`config.mk`:
```
export PLATFORM = sky130hd
export DESIGN_NAME = bbc_top
export DESIGN_NICKNAME = d
export VERILOG_FILES = /design/src/hdl/bbc_rop.v /design/src/hdl/bbc_fifo.v /design/src/hdl/bbc_top.v
export VERILOG_INCLUDE_DIRS = /design/src /design/src/include
export SDC_FILE = /design/constraint.sdc
export NUM_CORES = 1
export LEC_CHECK = 0
export BUFFER_PORTS_ARGS = -buffer_cell sky130_fd_sc_hd__clkbuf_2
export CELL_PAD_IN_SITES_DETAIL_PLACEMENT = 0
export CELL_PAD_IN_SITES_GLOBAL_PLACEMENT = 1
export CORE_ASPECT_RATIO = 0.7
export CORE_MARGIN = 2
export CORE_UTILIZATION = 40
export DETAILED_ROUTE_END_ITERATION = 8
export MAX_ROUTING_LAYER = met4
export PLACE_DENSITY_LB_ADDON = 0.1
export RECOVER_POWER = 25
export SLEW_MARGIN = 20
export SYNTH_ARGS = -nofsm -noshare
export SYNTH_HDL_FRONTEND = slang
export SYNTH_HIERARCHICAL = 1
export SYNTH_SLANG_ARGS = --single-unit
```
`constraint.sdc`:
```
create_clock -name i_ref_clk -period 11.4 [get_ports i_ref_clk]
set_input_delay 0.57 -clock i_ref_clk [delete_from_list [all_inputs] [get_ports i_ref_clk]]
set_output_delay 0.57 -clock i_ref_clk [all_outputs]
set_load 0.01 [all_outputs]
```
`src/include/bbc_consts.vh`:
```
`ifndef BBC_CONSTS_VH
`define BBC_CONSTS_VH
// ==========================================
// Register indices (printed offsets, byte address = 4 * index)
`define BBC_IDX_CTRL0    12'h100
`define BBC_IDX_CTRL1    12'h101
`define BBC_IDX_ROP      12'h102
`define BBC_IDX_OPSEL    12'h103
`define BBC_IDX_LAST     12'h119
`define BBC_IDX_DATA     12'h110
`define BBC_IDX_IRQ_STAT 12'h118
`define BBC_IDX_IRQ_MASK 12'h119
// ==========================================
// Control register 0 field positions
`define BBC_C0_RUN       7
`define BBC_C0_NEMPTY    6
`define BBC_C0_HALF      5
`define BBC_C0_FULL      4
`define BBC_C0_DLIN      1
`define BBC_C0_SLIN      0
// Control register 1 field positions
`define BBC_C1_RSVD      4
`define BBC_C1_DEPTH     0
// ==========================================
// FIFO geometry and thresholds
`define BBC_FIFO_DEPTH   16
`define BBC_FIFO_HALF    8
// Operation codes
`define BBC_OP_WRITE     4'h0
`define BBC_OP_READ      4'h1
`define BBC_OP_MOVE_POS  4'h2
`define BBC_OP_MOVE_NEG  4'h3
`define BBC_OP_TR_WRITE  4'h4
`define BBC_OP_TR_MOVE   4'h5
`define BBC_OP_PAT       4'h6
`define BBC_OP_PAT_TR    4'h7
`define BBC_OP_CEXP      4'h8
`define BBC_OP_CEXP_TR   4'h9
`define BBC_OP_MCEXP     4'hA
`define BBC_OP_MCEXP_TR  4'hB
`define BBC_OP_SOLID     4'hC
// Interrupt bit positions
`define BBC_IRQ_DONE     0
`define BBC_IRQ_FULL     1
// Reset values
`define BBC_RST_BYTE     8'h00
`endif

```
`src/hdl/bbc_rop.v`:
```
`timescale 1ns/10ps
`default_nettype none
// ==========================================
// Four-bit raster op: code bits form the truth table of (s,d)
module bbc_rop #(
	parameter W = 16
) (
	input  wire [3:0]   i_code,
	input  wire [W-1:0] i_s,
	input  wire [W-1:0] i_d,
	output wire [W-1:0] o_res
);
	// Bit index {s,d}: code[0]=~s~d, code[1]=~s d, code[2]=s~d, code[3]=s d
	assign o_res = ({W{i_code[0]}} & ~i_s & ~i_d)
		| ({W{i_code[1]}} & ~i_s & i_d)
		| ({W{i_code[2]}} & i_s & ~i_d)
		| ({W{i_code[3]}} & i_s & i_d);
endmodule
`default_nettype wire

```
`src/hdl/bbc_fifo.v`:
```
`timescale 1ns/10ps
`default_nettype none
// ==========================================
// Host data FIFO with occupancy count
module bbc_fifo #(
	parameter W  = 16,
	parameter D  = 16,
	parameter AW = 4
) (
	input  wire          i_ref_clk,
	input  wire          i_rst_n,
	input  wire          i_ce,
	input  wire          i_push,
	input  wire [W-1:0]  i_wdata,
	input  wire          i_pop,
	output wire [W-1:0]  o_rdata,
	output wire [AW:0]   o_count
);
	reg [W-1:0] mem [0:D-1];
	reg [AW-1:0] wp_q;
	reg [AW-1:0] rp_q;
	reg [AW:0]   cnt_q;
	wire         do_push;
	wire         do_pop;

	// Refuse push when full, pop when empty
	// Compare at full width; a part-select of an untyped parameter is not portable
	assign do_push = i_push && (cnt_q < D);
	assign do_pop  = i_pop && (cnt_q != {(AW+1){1'b0}});
	assign o_rdata = mem[rp_q];
	assign o_count = cnt_q;

	// Storage array, no reset needed
	always @(posedge i_ref_clk) begin
		if (i_ce && do_push) begin
			mem[wp_q] <= i_wdata;
		end
	end

	// Pointers and count
	always @(posedge i_ref_clk) begin
		if (!i_rst_n) begin
			wp_q  <= {AW{1'b0}};
			rp_q  <= {AW{1'b0}};
			cnt_q <= {(AW+1){1'b0}};
		end else if (i_ce) begin
			if (do_push) begin
				wp_q <= wp_q + 1'b1;
			end
			if (do_pop) begin
				rp_q <= rp_q + 1'b1;
			end
			if (do_push && !do_pop) begin
				cnt_q <= cnt_q + 1'b1;
			end else if (do_pop && !do_push) begin
				cnt_q <= cnt_q - 1'b1;
			end
		end
	end
endmodule
`default_nettype wire

```
`src/hdl/bbc_top.v`:
```
// Contract
// - Writing one to run bit launches operation
// - Run bit reads 1 busy, 0 idle
// - Not-empty flag set when FIFO nonempty
// - Half flag set at 8 or more
// - Sixteen-deep FIFO, full flag at 16
// - Destination linear bit selects addressing mode
// - Source linear bit selects fetch mode
// - Depth bit selects 8 or 16 bpp; solid fill ignores it and writes the whole word
// - All sixteen two-operand raster ops
// - Result from source, pattern, destination
// - Writes display buffer; source buffer/pattern/host
// - Registers decoded within 100h through 119h
// - ROP code selects function or start bit
// - Operation codes 0 to 12, rest reserved
//
// Register access over APB was decided locally.
`include "bbc_consts.vh"
`timescale 1ns/10ps
`default_nettype none
module bbc_top #(
	parameter AW = 24
) (
	input  wire          i_ref_clk,
	input  wire          i_rst_n,
	input  wire          i_ce,
	// APB slave
	input  wire          i_psel,
	input  wire          i_penable,
	input  wire          i_pwrite,
	input  wire [13:0]   i_paddr,
	input  wire [31:0]   i_pwdata,
	output wire          o_pready,
	output reg  [31:0]   o_prdata,
	output wire          o_pslverr,
	// Transfer geometry from the address/size registers outside
	input  wire [AW-1:0] i_src_addr,
	input  wire [AW-1:0] i_dst_addr,
	input  wire [AW-1:0] i_pat_addr,
	input  wire [11:0]   i_width,
	input  wire [11:0]   i_height,
	input  wire [AW-1:0] i_stride,
	// Display memory port
	output reg           o_mem_req,
	output reg           o_mem_we,
	output reg  [AW-1:0] o_mem_addr,
	output reg  [15:0]   o_mem_wdata,
	input  wire          i_mem_ack,
	input  wire [15:0]   i_mem_rdata,
	output wire          o_irq
);
	// ==========================================
	// State encoding
	localparam [4:0] ST_IDLE = 5'b00001;
	localparam [4:0] ST_SRC  = 5'b00010;
	localparam [4:0] ST_DST  = 5'b00100;
	localparam [4:0] ST_WR   = 5'b01000;
	localparam [4:0] ST_NEXT = 5'b10000;

	reg [4:0]    state_q;
	reg [4:0]    state_d;
	reg          dlin_q;
	reg          slin_q;
	reg          depth_q;
	reg [3:0]    rop_q;
	reg [3:0]    op_q;
	reg [1:0]    irq_stat_q;
	reg [1:0]    irq_mask_q;
	reg [11:0]   x_q;
	reg [11:0]   y_q;
	reg [AW-1:0] s_off_q;
	reg [AW-1:0] d_off_q;
	reg [15:0]   s_q;
	reg [15:0]   d_q;
	wire [4:0]   fifo_cnt;
	wire [15:0]  fifo_rdata;
	wire [15:0]  rop_res;
	wire [15:0]  res_pix;
	wire [15:0]  op_a;
	wire [15:0]  cexp_pix;
	wire         busy;
	wire         wr_acc;
	wire         rd_acc;
	wire         in_range;
	wire [11:0]  idx;
	wire         f_nempty;
	wire         f_half;
	wire         f_full;
	wire         launch;
	wire         last_pix;
	wire         host_src;
	wire         pat_src;
	wire         op_valid;
	wire         fifo_push;
	wire         fifo_pop;
	wire         done_ev;
	wire [7:0]   ctrl0_rd;
	wire [2:0]   cexp_bit;
	wire [AW-1:0] s_addr;
	wire [AW-1:0] d_addr;

	// ==========================================
	// APB decode, zero wait states
	assign idx       = i_paddr[13:2];
	assign in_range  = (idx >= `BBC_IDX_CTRL0) && (idx <= `BBC_IDX_LAST);
	assign wr_acc    = i_psel && i_penable && i_pwrite && i_ce;
	assign rd_acc    = i_psel && !i_penable && !i_pwrite;
	assign o_pready  = 1'b1;
	assign o_pslverr = i_psel && i_penable && !in_range;

	// Status flags straight from FIFO occupancy; busy from engine state
	assign f_nempty = (fifo_cnt != 5'h00);
	assign f_half   = (fifo_cnt >= `BBC_FIFO_HALF);
	assign f_full   = (fifo_cnt == `BBC_FIFO_DEPTH);
	assign busy     = (state_q != ST_IDLE);
	assign ctrl0_rd = {busy, f_nempty, f_half, f_full, 2'b00, dlin_q, slin_q};

	// Reserved codes are ignored so the engine never hangs
	assign op_valid = (i_pwdata[3:0] <= `BBC_OP_SOLID);
	assign launch   = wr_acc && (idx == `BBC_IDX_CTRL0) && i_pwdata[`BBC_C0_RUN]
		&& !busy && (op_q <= `BBC_OP_SOLID);
	// Host data pushed while full is dropped; software polls the full flag
	assign fifo_push = wr_acc && (idx == `BBC_IDX_DATA);

	// ==========================================
	// Register writes
	always @(posedge i_ref_clk) begin
		if (!i_rst_n) begin
			dlin_q     <= 1'b0;
			slin_q     <= 1'b0;
			depth_q    <= 1'b0;
			rop_q      <= 4'h0;
			op_q       <= 4'h0;
			irq_mask_q <= 2'b00;
		end else if (wr_acc) begin
			case (idx)
				`BBC_IDX_CTRL0: begin
					dlin_q <= i_pwdata[`BBC_C0_DLIN];
					slin_q <= i_pwdata[`BBC_C0_SLIN];
				end
				// Reserved bit is not stored; software keeps it zero
				`BBC_IDX_CTRL1: depth_q <= i_pwdata[`BBC_C1_DEPTH];
				`BBC_IDX_ROP: rop_q <= i_pwdata[3:0];
				`BBC_IDX_OPSEL: begin
					if (op_valid) begin
						op_q <= i_pwdata[3:0];
					end
				end
				`BBC_IDX_IRQ_MASK: irq_mask_q <= i_pwdata[1:0];
				default: ;
			endcase
		end
	end

	// Read mux, registered in setup phase
	always @(posedge i_ref_clk) begin
		if (!i_rst_n) begin
			o_prdata <= 32'h00000000;
		end else if (rd_acc && i_ce) begin
			case (idx)
				`BBC_IDX_CTRL0:    o_prdata <= {24'h000000, ctrl0_rd};
				`BBC_IDX_CTRL1:    o_prdata <= {31'h00000000, depth_q};
				`BBC_IDX_ROP:      o_prdata <= {28'h0000000, rop_q};
				`BBC_IDX_OPSEL:    o_prdata <= {28'h0000000, op_q};
				`BBC_IDX_DATA:     o_prdata <= {16'h0000, fifo_rdata};
				`BBC_IDX_IRQ_STAT: o_prdata <= {30'h00000000, irq_stat_q};
				`BBC_IDX_IRQ_MASK: o_prdata <= {30'h00000000, irq_mask_q};
				default:           o_prdata <= 32'h00000000;
			endcase
		end
	end

	// ==========================================
	// Sticky interrupts; a new event wins over the write-one clear
	assign done_ev = (state_q == ST_NEXT) && last_pix;
	always @(posedge i_ref_clk) begin
		if (!i_rst_n) begin
			irq_stat_q <= 2'b00;
		end else if (i_ce) begin
			irq_stat_q <= (irq_stat_q & ~((wr_acc && idx == `BBC_IDX_IRQ_STAT) ?
				i_pwdata[1:0] : 2'b00)) | {f_full, done_ev};
		end
	end
	assign o_irq = |(irq_stat_q & irq_mask_q);

	// ==========================================
	// Operand sourcing and addressing
	assign host_src = (op_q == `BBC_OP_WRITE) || (op_q == `BBC_OP_TR_WRITE)
		|| (op_q == `BBC_OP_CEXP) || (op_q == `BBC_OP_CEXP_TR);
	assign pat_src  = (op_q == `BBC_OP_PAT) || (op_q == `BBC_OP_PAT_TR);
	assign fifo_pop = (state_q == ST_SRC) && host_src && f_nempty && i_ce;
	// Linear blocks step contiguously; rectangles add the stride per line
	assign s_addr = (slin_q ? s_off_q : s_off_q + i_stride * y_q)
		+ (pat_src ? i_pat_addr : i_src_addr);
	assign d_addr = (dlin_q ? d_off_q : d_off_q + i_stride * y_q) + i_dst_addr;
	assign last_pix = (x_q == i_width - 12'h001) && (y_q == i_height - 12'h001);

	// Colour expansion: start bit from ROP modulo eight
	assign cexp_bit = rop_q[2:0] + x_q[2:0];
	assign cexp_pix = s_q[cexp_bit] ? 16'hFFFF : 16'h0000;
	// Move ops use source; pattern fill uses pattern in the source slot
	assign op_a = (op_q >= `BBC_OP_CEXP && op_q <= `BBC_OP_MCEXP_TR) ? cexp_pix : s_q;
	bbc_rop #(
		.W(16)
	) u_rop (
		.i_code(rop_q),
		.i_s   (op_a),
		.i_d   (d_q),
		.o_res (rop_res)
	);
	// 8 bpp only touches the low byte, except solid fill, which writes the whole word
	assign res_pix = (op_q == `BBC_OP_SOLID) ? s_q :
		(depth_q ? rop_res : {d_q[15:8], rop_res[7:0]});

	bbc_fifo #(
		.W (16),
		.D (`BBC_FIFO_DEPTH),
		.AW(4)
	) u_fifo (
		.i_ref_clk(i_ref_clk),
		.i_rst_n  (i_rst_n),
		.i_ce     (i_ce),
		.i_push   (fifo_push),
		.i_wdata  (i_pwdata[15:0]),
		.i_pop    (fifo_pop),
		.o_rdata  (fifo_rdata),
		.o_count  (fifo_cnt)
	);

	// ==========================================
	// Engine next-state
	always @* begin
		state_d = state_q;
		case (state_q)
			ST_IDLE: if (launch) state_d = ST_SRC;
			ST_SRC: begin
				if (host_src ? f_nempty : (op_q == `BBC_OP_SOLID || i_mem_ack)) begin
					state_d = ST_DST;
				end
			end
			ST_DST:  if (i_mem_ack) state_d = ST_WR;
			ST_WR:   if (i_mem_ack) state_d = ST_NEXT;
			// Busy drops only after the final destination write
			ST_NEXT: state_d = last_pix ? ST_IDLE : ST_SRC;
			default: state_d = ST_IDLE;
		endcase
	end

	// Engine datapath and memory port
	always @(posedge i_ref_clk) begin
		if (!i_rst_n) begin
			state_q     <= ST_IDLE;
			x_q         <= 12'h000;
			y_q         <= 12'h000;
			s_off_q     <= {AW{1'b0}};
			d_off_q     <= {AW{1'b0}};
			s_q         <= 16'h0000;
			d_q         <= 16'h0000;
			o_mem_req   <= 1'b0;
			o_mem_we    <= 1'b0;
			o_mem_addr  <= {AW{1'b0}};
			o_mem_wdata <= 16'h0000;
		end else if (i_ce) begin
			state_q   <= state_d;
			o_mem_req <= 1'b0;
			o_mem_we  <= 1'b0;
			case (state_q)
				ST_IDLE: begin
					x_q     <= 12'h000;
					y_q     <= 12'h000;
					s_off_q <= {AW{1'b0}};
					d_off_q <= {AW{1'b0}};
				end
				ST_SRC: begin
					if (host_src) begin
						s_q <= fifo_rdata;
					end else if (op_q == `BBC_OP_SOLID) begin
						s_q <= {rop_q, rop_q, rop_q, rop_q};
					end else if (i_mem_ack) begin
						s_q <= i_mem_rdata;
					end else begin
						o_mem_req  <= 1'b1;
						o_mem_addr <= s_addr;
					end
				end
				ST_DST: begin
					if (i_mem_ack) begin
						d_q <= i_mem_rdata;
					end else begin
						o_mem_req  <= 1'b1;
						o_mem_addr <= d_addr;
					end
				end
				ST_WR: begin
					if (!i_mem_ack) begin
						o_mem_req   <= 1'b1;
						o_mem_we    <= 1'b1;
						o_mem_addr  <= d_addr;
						o_mem_wdata <= res_pix;
					end
				end
				ST_NEXT: begin
					s_off_q <= s_off_q + 1'b1;
					d_off_q <= d_off_q + 1'b1;
					if (x_q == i_width - 12'h001) begin
						x_q <= 12'h000;
						y_q <= y_q + 12'h001;
						if (!slin_q) s_off_q <= {AW{1'b0}};
						if (!dlin_q) d_off_q <= {AW{1'b0}};
					end else begin
						x_q <= x_q + 12'h001;
					end
				end
				default: ;
			endcase
		end
	end
endmodule
`default_nettype wire

```
==> results of run 1 <==
[worst register-to-register path, delay by kind of cell (launching register included)]
family                     cells  cell delay [ns]
AOI/OAI and AO/OA             10             2.71
xor gates and xnor gates       3             0.61
adders and majority gates      8             3.37
and+or+nand+nor               10             2.06
buffers and inverters          3             0.17
DFF                            1             0.97
[sequential cells by signal (all words and copies together) (netlist names), 2 cells and up, named ones only]
register and cells:
u_fifo/mem 256, d_off_q 24, o_mem_addr 24, s_off_q 24, d_q 16, o_mem_wdata 16
o_prdata 16, s_q 16, x_q 12, y_q 12, state_q 5, u_fifo/o_count 5
op_q 4, rop_q 4, u_fifo/rp_q 4, u_fifo/wp_q 4, irq_mask_q 2, irq_stat_q 2
[through the flow]
stage / utilization [%] / power [mW] / hold WS [ns]
after floorplan: - / 1.862 / 0.4386
after global placement: 43.06 / 1.945 / 0.4449
after detailed placement: 43.06 / 1.950 / 0.4485
after CTS: 45.24 / 3.660 / 0.1626
after global routing: 45.28 / 3.744 / 0.1887
final: 45.28 / 3.618 / 0.2076
[power groups by stage]
| stage | Sequential, mW | Clock (mW) | Combinational (mW) |
|---|---|---|---|
| floorplan | 1.77 | 0 | 0.0931 |
| global placement | 1.77 | 0 | 0.176 |
| detailed placement | 1.77 | 0 | 0.181 |
| CTS | 1.73 | 1.74 | 0.182 |
| global route | 1.73 | 1.81 | 0.199 |
| finish | 1.73 | 1.70 | 0.181 |
[cell type report]
class / instances / area [um2]
clock buffers: 62 / 1358
well taps: 1056 / 1321
multi-input cells: 2335 / 18550
repair buffers: 271 / 1443
flip-flops and latches: 455 / 11680
fillers: 7473 / 43100
inverters: 246 / 925.9
clock inverters: 32 / 361.6
diodes: 11 / 27.53
[metal layers]
| metal | up-vias | global-route usage (%) |
|---|---|---|
| met5 | - | - |
| met4 | 0 | 4.298 |
| met3 | 90 | 5.005 |
| met2 | 708 | 33.75 |
| met1 | 12207 | 36.13 |
| li1 | 11673 | - |
[cell usage after synthesis (all sizes together) (20+ instances only)]
master / number
a31oi: 20
inv: 246
a21oi: 194
nand3: 58
xor2: 60
clkbuf: 135
nor2: 219
a22oi: 42
o21ai: 146
buf: 50
mux2: 27
xnor2: 95
and2: 85
and3: 44
nor3: 55
mux4: 82
nor2b: 23
nor3b: 32
o211ai: 24
fa: 165
a21o: 55
nand2: 391
a311oi: 21
nand2b: 31
nor4: 20
a221oi: 20
ha: 154
edfxtp: 256
mux2i: 33
a211oi: 38
dfxtp: 199
nand4: 20
[worst min path at each step]
stage	start	end	slack (ns)	cells past startpoint
2_1_floorplan	d_q[0]$_SDFFE_PN0P_	d_q[0]$_SDFFE_PN0P_	0.44	2
3_5_place_dp	o_prdata[15]$_SDFFE_PN0P_	o_prdata[15]$_SDFFE_PN0P_	0.45	2
4_1_cts	i_mem_rdata[12]	d_q[12]$_SDFFE_PN0P_	0.16	3
6_report	i_mem_rdata[12]	d_q[12]$_SDFFE_PN0P_	0.21	3
3_3_place_gp	o_mem_wdata[13]$_SDFFE_PN0P_	o_mem_wdata[13]$_SDFFE_PN0P_	0.44	2
5_1_grt	i_mem_rdata[12]	d_q[12]$_SDFFE_PN0P_	0.19	3
[kinds of logic (layout without fill, tap and decap cells)]
family          Yosys count  count (layout)  synth area share, %
xor+xnor                157             157                4.406
other cells               2              28              0.02359
mux                     142             142                7.830
compound gates          657             657                13.36
flops                   455             455                36.66
simple gates           1043            1043                15.80
fa+ha+maj               319             319                16.43
buf+inv                 431             611                5.487
==> flow_summary.ini, run 1 <==
[placed_design]
dp_cells = 4363
place.gp.congestion = 0.8922
dp_slack_ns = 1.502
placed_cell_area_um2 = 33920
place.port_buffers = 230
dp_hpwl_mm = 71.79

[sta]
grt_setup_unrepaired = no
fmax_mhz = 100.1
fin_crit_sh_pct = 87.66
fin_ws_ns = 1.407
slew_headroom_pct = 22.88
hold_viol_final = 0
finalClockSkew_ns = 0.02768
period_needed_ns = 9.993
slew_viol_final = 0
tightest_slew_ns = 1.152
finalSetupViolations = 0
finalSetupTns_ns = 0

[critical_path]
worstPathMaxFanout = 23
cp-endpoint = o_mem_addr[23]$_SDFFE_PN0P_
slowest_delay_ns = 0.97
cp-end-kind = flip-flop
worst_r2r_endpoint = o_mem_addr[23]$_SDFFE_PN0P_
regToRegStartpoint = y_q[5]$_SDFFE_PN0P_
path_common_cell = fa_1
crit_family = adder cells
crit_arrival_ns = 10.51
cp.depth = 34
critPathKind = flip-flop to flip-flop
required_ns = 11.92
critical_path.slowest_cell = dfxtp_1
r2r_cells = 34
crit_buf_inv = 3
crit_path_start_kind = flip-flop
ff2ff_setup_slack_ns = 1.41
startpoint = y_q[5]$_SDFFE_PN0P_

[synthesis]
netlist_instances = 3206
synth_warnings = 6
netlist_area_um2 = 31830
synth_top_area_share_pct = 24.15
ys_seq_elements = 455
ys.flop_type = edfxtp_1
ys_seq_area_share_pct = 36.66
netlist_top_cells_area = edfxtp_1, dfxtp_1, fa_1
synth.largest_area_cell = edfxtp_1
synth_edf_count = 256
synthArstFlopShare_pct = 0
syn_area_per_cell_um2 = 9.929
yosysUniqueCellTypes = 87

[pwr]
netSwitchingFraction_pct = 23.70
p_sw_uw = 857.5
static-leakage-power_nw = 14.04
pwr-share-comb_pct = 5.0
seqPwrFrac_pct = 47.9
max-vdd-ir-drop_mv = 0.1130
clockPowerShare_pct = 47.1
power_density_nw_per_um2 = 101.5
cell_internal_pwr_mw = 2.761

[detailed_routing]
first_iter_violations = 1965
post_drt_wl_per_cell_um = 21.42
met3_length_mm = 7.212
wl_met2_mm = 39.18
wl_mm = 95.72
met1_length_mm = 47.90
first_pass_iters = 5
vias_per_cell = 5.523
drc = 0
ant_nets = 0
vias = 24678
top_layer_used = met4

[die]
coreArea_um2 = 78770
initial_core_util_pct = 40.41
die_y_um = 240.0
boundaryPins = 266
die-width_um = 341.2
die_area_um2 = 81890
rows = 86

[cts]
post-cts-setup-buffers = 0
ctsResizeCount = 0
clockRootBuffer = clkbuf_16
cts_sinks = 455
clk_latency_ns = 0.62
htreeDepth = 2
cts_buffers = 50
cts_tree = done
clkSlewWorstSetupHoldPaths_ns = 0.06
hold_buffers = 0
ctsLongestPathBuffers = 3

[run_status]
status = finished, final reports clean

[global_route]
grt_overflow = 0
grt_max_degree = 87
antenna_found_initial = 11
grt_pass1_vias = 24486
grt_pass1_wl_mm = 147.5
grtUsageTotal_pct = 24.16

[layout]
postLayoutCellArea_um2 = 35670
drive_gt1_share_pct = 14.61
final_cells = 4468
final_cell_mix = nand2_1, edfxtp_1, inv_1
mostFrequentLayoutCell = nand2_1
area_growth_syn_to_layout_pct = 12.04
nNetsFinal = 3867

[worst_hold_path]
hold_class = input pin to flip-flop

[job]
drv_cap = 0
Power figures use the tool's default switching activity.
==> run 2, diff against run 1 <==
--- a/config.mk
+++ b/config.mk
@@ -6,6 +6,7 @@
 export SDC_FILE = /design/constraint.sdc
 export NUM_CORES = 1
 export LEC_CHECK = 0
+export ABC_CLOCK_PERIOD_IN_PS = 11400
 export BUFFER_PORTS_ARGS = -buffer_cell sky130_fd_sc_hd__clkbuf_2
 export CELL_PAD_IN_SITES_DETAIL_PLACEMENT = 0
 export CELL_PAD_IN_SITES_GLOBAL_PLACEMENT = 1
@@ -13,7 +14,6 @@
 export CORE_MARGIN = 2
 export CORE_UTILIZATION = 40
 export DETAILED_ROUTE_END_ITERATION = 8
-export MAX_ROUTING_LAYER = met4
 export PLACE_DENSITY_LB_ADDON = 0.1
 export RECOVER_POWER = 25
 export SLEW_MARGIN = 20
==> flow_summary.ini, run 2 (synthesis gave the netlist of run 1 again) <==
[critical_path]
worstPathMaxFanout = 15
crit_arrival_ns = 10.38
worst_r2r_endpoint = o_mem_addr[23]$_SDFFE_PN0P_
critical_path.slowest_cell = dfxtp_1
regToRegStartpoint = y_q[4]$_SDFFE_PN0P_
r2r_cells = 34
slowest_delay_ns = 0.76
crit_path_start_kind = flip-flop
path_common_cell = fa_1
ff2ff_setup_slack_ns = 1.52
required_ns = 11.90
critPathKind = flip-flop to flip-flop
cp-end-kind = flip-flop

[detailed_routing]
drc = 0
post_drt_wl_per_cell_um = 21.48
ant_nets = 0
vias_per_cell = 5.551
wl_mm = 95.79
first_iter_violations = 2000
first_pass_iters = 5
vias = 24757

[pwr]
max-vdd-ir-drop_mv = 0.1147
power_density_nw_per_um2 = 100.2
static-leakage-power_nw = 14.00
power.total_mw = 3.565

[layout]
final_cell_mix = nand2_1, edfxtp_1, inv_1
area_growth_syn_to_layout_pct = 11.78
top_register = u_fifo/mem
multi_input_area_um2 = 18550
drive_gt1_share_pct = 14.44
fillers = 7580
seq_area_um2 = 11680
largest_reg_flops = 256
mostFrequentLayoutCell = nand2_1
nNetsFinal = 3866
postLayoutCellArea_um2 = 35580

[global_route]
grt_max_degree = 76
grtUsageTotal_pct = 23.35
grt_overflow = 0
antenna_found_initial = 9
grt_pass1_wl_mm = 146.4
grt_pass1_vias = 24069

[cts]
post-cts-setup-buffers = 0
cts_sinks = 455
ctsLongestPathBuffers = 3
clkSlewWorstSetupHoldPaths_ns = 0.06
ctsResizeCount = 0
htreeDepth = 2
cts_tree = done
cts_buffers = 50
clockRootBuffer = clkbuf_16
clk_latency_ns = 0.65
hold_buffers = 0

[placed_design]
place.gp.congestion = 0.8703
dp_slack_ns = 1.650
dp_hpwl_mm = 71.87
placed_cell_area_um2 = 33910
place.port_buffers = 230

[die]
die_y_um = 240.0
rows = 86
boundaryPins = 266
die-width_um = 341.2
coreArea_um2 = 78770
initial_core_util_pct = 40.41
die_area_um2 = 81890

[sta]
tightest_slew_ns = 1.149
finalClockSkew_ns = 0.04221
slew_viol_final = 0
period_needed_ns = 9.880
fin_ws_ns = 1.520
finalSetupViolations = 0
finalSetupTns_ns = 0
fmax_mhz = 101.2
grt_setup_unrepaired = no
fin_crit_sh_pct = 86.67
slew_headroom_pct = 23.03
hold_viol_final = 0

[worst_hold_path]
hold_class = input pin to flip-flop
whs_endpoint = d_q[8]$_SDFFE_PN0P_
min_from = i_mem_rdata[8]
holdPathStages = 3

[run_status]
status = finished, final reports clean

[job]
drv_cap = 0
run 2: cell types whose count changed in the layout (fill, tap and decap cells not counted), moves of 2 or more:
cell      change
diode_2       -7
clkinv_1      -2
clkinv_2      +3
clkbuf_1      +7
inv_6         -5
run 2: how the worst max path moves through the flow:
stage,start,end,slack [ns]
global route,y_q[4]$_SDFFE_PN0P_,o_mem_addr[23]$_SDFFE_PN0P_,0.81
detailed placement,y_q[5]$_SDFFE_PN0P_,o_mem_addr[23]$_SDFFE_PN0P_,1.65
floorplan,y_q[4]$_SDFFE_PN0P_,o_mem_addr[23]$_SDFFE_PN0P_,2.99
global placement,y_q[5]$_SDFFE_PN0P_,o_mem_addr[23]$_SDFFE_PN0P_,1.80
finish,y_q[4]$_SDFFE_PN0P_,o_mem_addr[23]$_SDFFE_PN0P_,1.52
CTS,y_q[5]$_SDFFE_PN0P_,o_mem_addr[23]$_SDFFE_PN0P_,1.59
run 2: layout make-up:
type	count	share of cell area [%]
repair buffers	270	4.033
clock inverters	27	0.8932
well taps	1056	3.713
flip-flops and latches	455	32.82
multi-input cells	2335	52.13
clock buffers	67	3.780
inverters	246	2.602
diodes	4	0.02813
run 2: critical path, delay by kind of cell (launching register included):
| family | cells | cell delay (ns) |
|---|---|---|
| fa+ha+maj | 8 | 3.62 |
| compound gates | 9 | 2.47 |
| simple gates | 9 | 1.50 |
| xor+xnor | 3 | 0.83 |
| flops | 1 | 0.76 |
| buf+inv | 5 | 0.59 |
run 2: metal layers:
metal,share of wire (%),global-route usage (%)
met5,0.075,0
met4,1.8,4.926
met3,8.0,5.108
met2,40,33.24
met1,50,35.94
run 2: power breakdown:
group,internal [mW],switching [mW],leakage (nW)
clock network,0.931,0.717,0.808
logic,0.0572,0.126,9.29
registers,1.73,0.00227,3.90
run 2: through the flow:
stage | utilization [%] | instances | hold WS (ns)
floorplan | - | 3221 | 0.4386
global placement | 43.05 | 4362 | 0.4434
detailed placement | 43.05 | 4362 | 0.4479
CTS | 45.16 | 4456 | 0.1784
global route | 45.16 | 4457 | 0.1936
finish | 45.17 | 4460 | 0.2116
==> run 3, diff against run 2 <==
--- a/config.mk
+++ b/config.mk
@@ -6,7 +6,7 @@
 export SDC_FILE = /design/constraint.sdc
 export NUM_CORES = 1
 export LEC_CHECK = 0
-export ABC_CLOCK_PERIOD_IN_PS = 11400
+export ABC_CLOCK_PERIOD_IN_PS = 8540
 export BUFFER_PORTS_ARGS = -buffer_cell sky130_fd_sc_hd__clkbuf_2
 export CELL_PAD_IN_SITES_DETAIL_PLACEMENT = 0
 export CELL_PAD_IN_SITES_GLOBAL_PLACEMENT = 1
==> constraint.sdc (replaced) <==
create_clock -name i_ref_clk -period 8.54 [get_ports i_ref_clk]
set_input_delay 0.427 -clock i_ref_clk [delete_from_list [all_inputs] [get_ports i_ref_clk]]
set_output_delay 0.427 -clock i_ref_clk [all_outputs]
set_load 0.01 [all_outputs]
==> flow_summary.ini, run 3 (synthesis gave the netlist of run 1 again) <==
[sta]
slew_headroom_pct = 25.77
tightest_slew_ns = 1.112
finalSetupTns_ns = 0
finalSetupViolations = 0
hold_viol_final = 0
fmax_mhz = 121.1
fin_ws_ns = 0.2795
fin_crit_sh_pct = 96.73
slew_viol_final = 0
period_needed_ns = 8.261
finalClockSkew_ns = 0.05193

[worst_hold_path]
hold_class = input pin to flip-flop
whs_endpoint = d_q[9]$_SDFFE_PN0P_
min_from = i_mem_rdata[9]
holdPathStages = 3

[pwr]
static-leakage-power_nw = 15.08
power_density_nw_per_um2 = 127.6
max-vdd-ir-drop_mv = 0.1366

[global_route]
grt_pass1_vias = 24703
grt_overflow = 0
grt_max_degree = 93
grtUsageTotal_pct = 23.53
grt_pass1_wl_mm = 148.0
antenna_found_initial = 9

[cts]
clk_latency_ns = 0.64
hold_buffers = 0
clockRootBuffer = clkbuf_16
clkSlewWorstSetupHoldPaths_ns = 0.06
htreeDepth = 2
ctsLongestPathBuffers = 3
cts_sinks = 455
cts_tree = done
cts_buffers = 50

[critical_path]
r2r_cells = 36
worst_r2r_endpoint = o_mem_addr[23]$_SDFFE_PN0P_
worstPathMaxFanout = 9
critPathKind = flip-flop to flip-flop
slowest_delay_ns = 0.50
cp-end-kind = flip-flop
critical_path.slowest_cell = fa_1
path_common_cell = a21oi_2
crit_path_start_kind = flip-flop
ff2ff_setup_slack_ns = 0.28
startpoint = y_q[4]$_SDFFE_PN0P_
required_ns = 9.03
crit_arrival_ns = 8.75
regToRegStartpoint = y_q[4]$_SDFFE_PN0P_

[layout]
mostFrequentLayoutCell = nand2_1
largest_reg_flops = 256
fillers = 7487
nNetsFinal = 4059
postLayoutCellArea_um2 = 37410
final_cell_mix = nand2_1, edfxtp_1, inv_1
area_growth_syn_to_layout_pct = 17.53
top_register = u_fifo/mem
drive_gt1_share_pct = 20.59

[job]
drv_cap = 0

[placed_design]
dp_hpwl_mm = 73.85
dp_slack_ns = -0.2464
placed_cell_area_um2 = 35270
place.port_buffers = 230
place.gp.congestion = 0.9344

[die]
coreArea_um2 = 78770
initial_core_util_pct = 40.41
boundaryPins = 266
die-width_um = 341.2
rows = 86
die_area_um2 = 81890
die_y_um = 240.0

[detailed_routing]
post_drt_wl_per_cell_um = 20.94
vias = 25472
wl_mm = 97.37
vias_per_cell = 5.478
first_pass_iters = 8
first_iter_violations = 2072
drc = 0
ant_nets = 0

[run_status]
status = finished, final reports clean
[run 3: worst max path at each step]
stage	endpoint	slack [ns]	cells after the start
after detailed placement	o_mem_addr[23]$_SDFFE_PN0P_	-0.25	37
after global routing	o_mem_addr[23]$_SDFFE_PN0P_	-0.04	41
after global placement	o_mem_addr[23]$_SDFFE_PN0P_	-0.08	38
after floorplan	o_mem_addr[23]$_SDFFE_PN0P_	0.13	37
after CTS	o_mem_addr[23]$_SDFFE_PN0P_	0.01	37
final	o_mem_addr[23]$_SDFFE_PN0P_	0.28	36
[run 3: what timing repair did]
action	4_1_cts	5_1_grt
cloned	1	0
resized for setup	16	70
setup buffers	2	11
pin swaps	10	38
setup endpoints to repair	2	7
[run 3: where the power goes]
group          internal [mW]  switching, mW
Clock                   1.25          0.945
Sequential              2.31        0.00297
Combinational         0.0903          0.172
Total                   3.65           1.12
[run 3: layout make-up]
class | instances | area (um2) | share of cell area, %
multi-input cells | 2335 | 18830 | 50.34
well taps | 1056 | 1321 | 3.532
clock buffers | 68 | 1369 | 3.659
repair buffers | 463 | 2965 | 7.926
inverters | 246 | 925.9 | 2.475
clock inverters | 22 | 277.8 | 0.7424
diodes | 5 | 12.51 | 0.03344
flip-flops and latches | 455 | 11710 | 31.29
[run 3: routing by layer]
metal / routed length [um] / vias to the layer above / GRT usage, %
met5: 79 / - / 0
met4: 1942 / 12 / 5.500
met3: 7251 / 112 / 4.032
met2: 39550 / 807 / 33.31
met1: 48550 / 12508 / 36.89
li1: - / 12033 / -
[run 3: worst max-delay path: cells and delay by family (launching register included)]
kind	cells	cell delay, ns
XOR/XNOR	3	0.51
buffers and inverters	5	0.42
adder cells (fa/ha/maj)	8	3.08
AO/OA/AOI/OAI	13	2.36
AND/OR/NAND/NOR	7	1.36
flip-flops	1	0.38
[run 3: through the flow]
| stage | utilization [%] | hold slack, ns | total power, mW | cells |
|---|---|---|---|---|
| after floorplan | - | 0.4386 | 2.485 | 3221 |
| after global placement | 44.77 | 0.4435 | 2.613 | 4540 |
| after detailed placement | 44.78 | 0.4480 | 2.619 | 4540 |
| after CTS | 47.00 | 0.01720 | 4.832 | 4633 |
| after global routing | 47.49 | 0.05654 | 4.928 | 4648 |
| final | 47.50 | 0.05207 | 4.775 | 4650 |
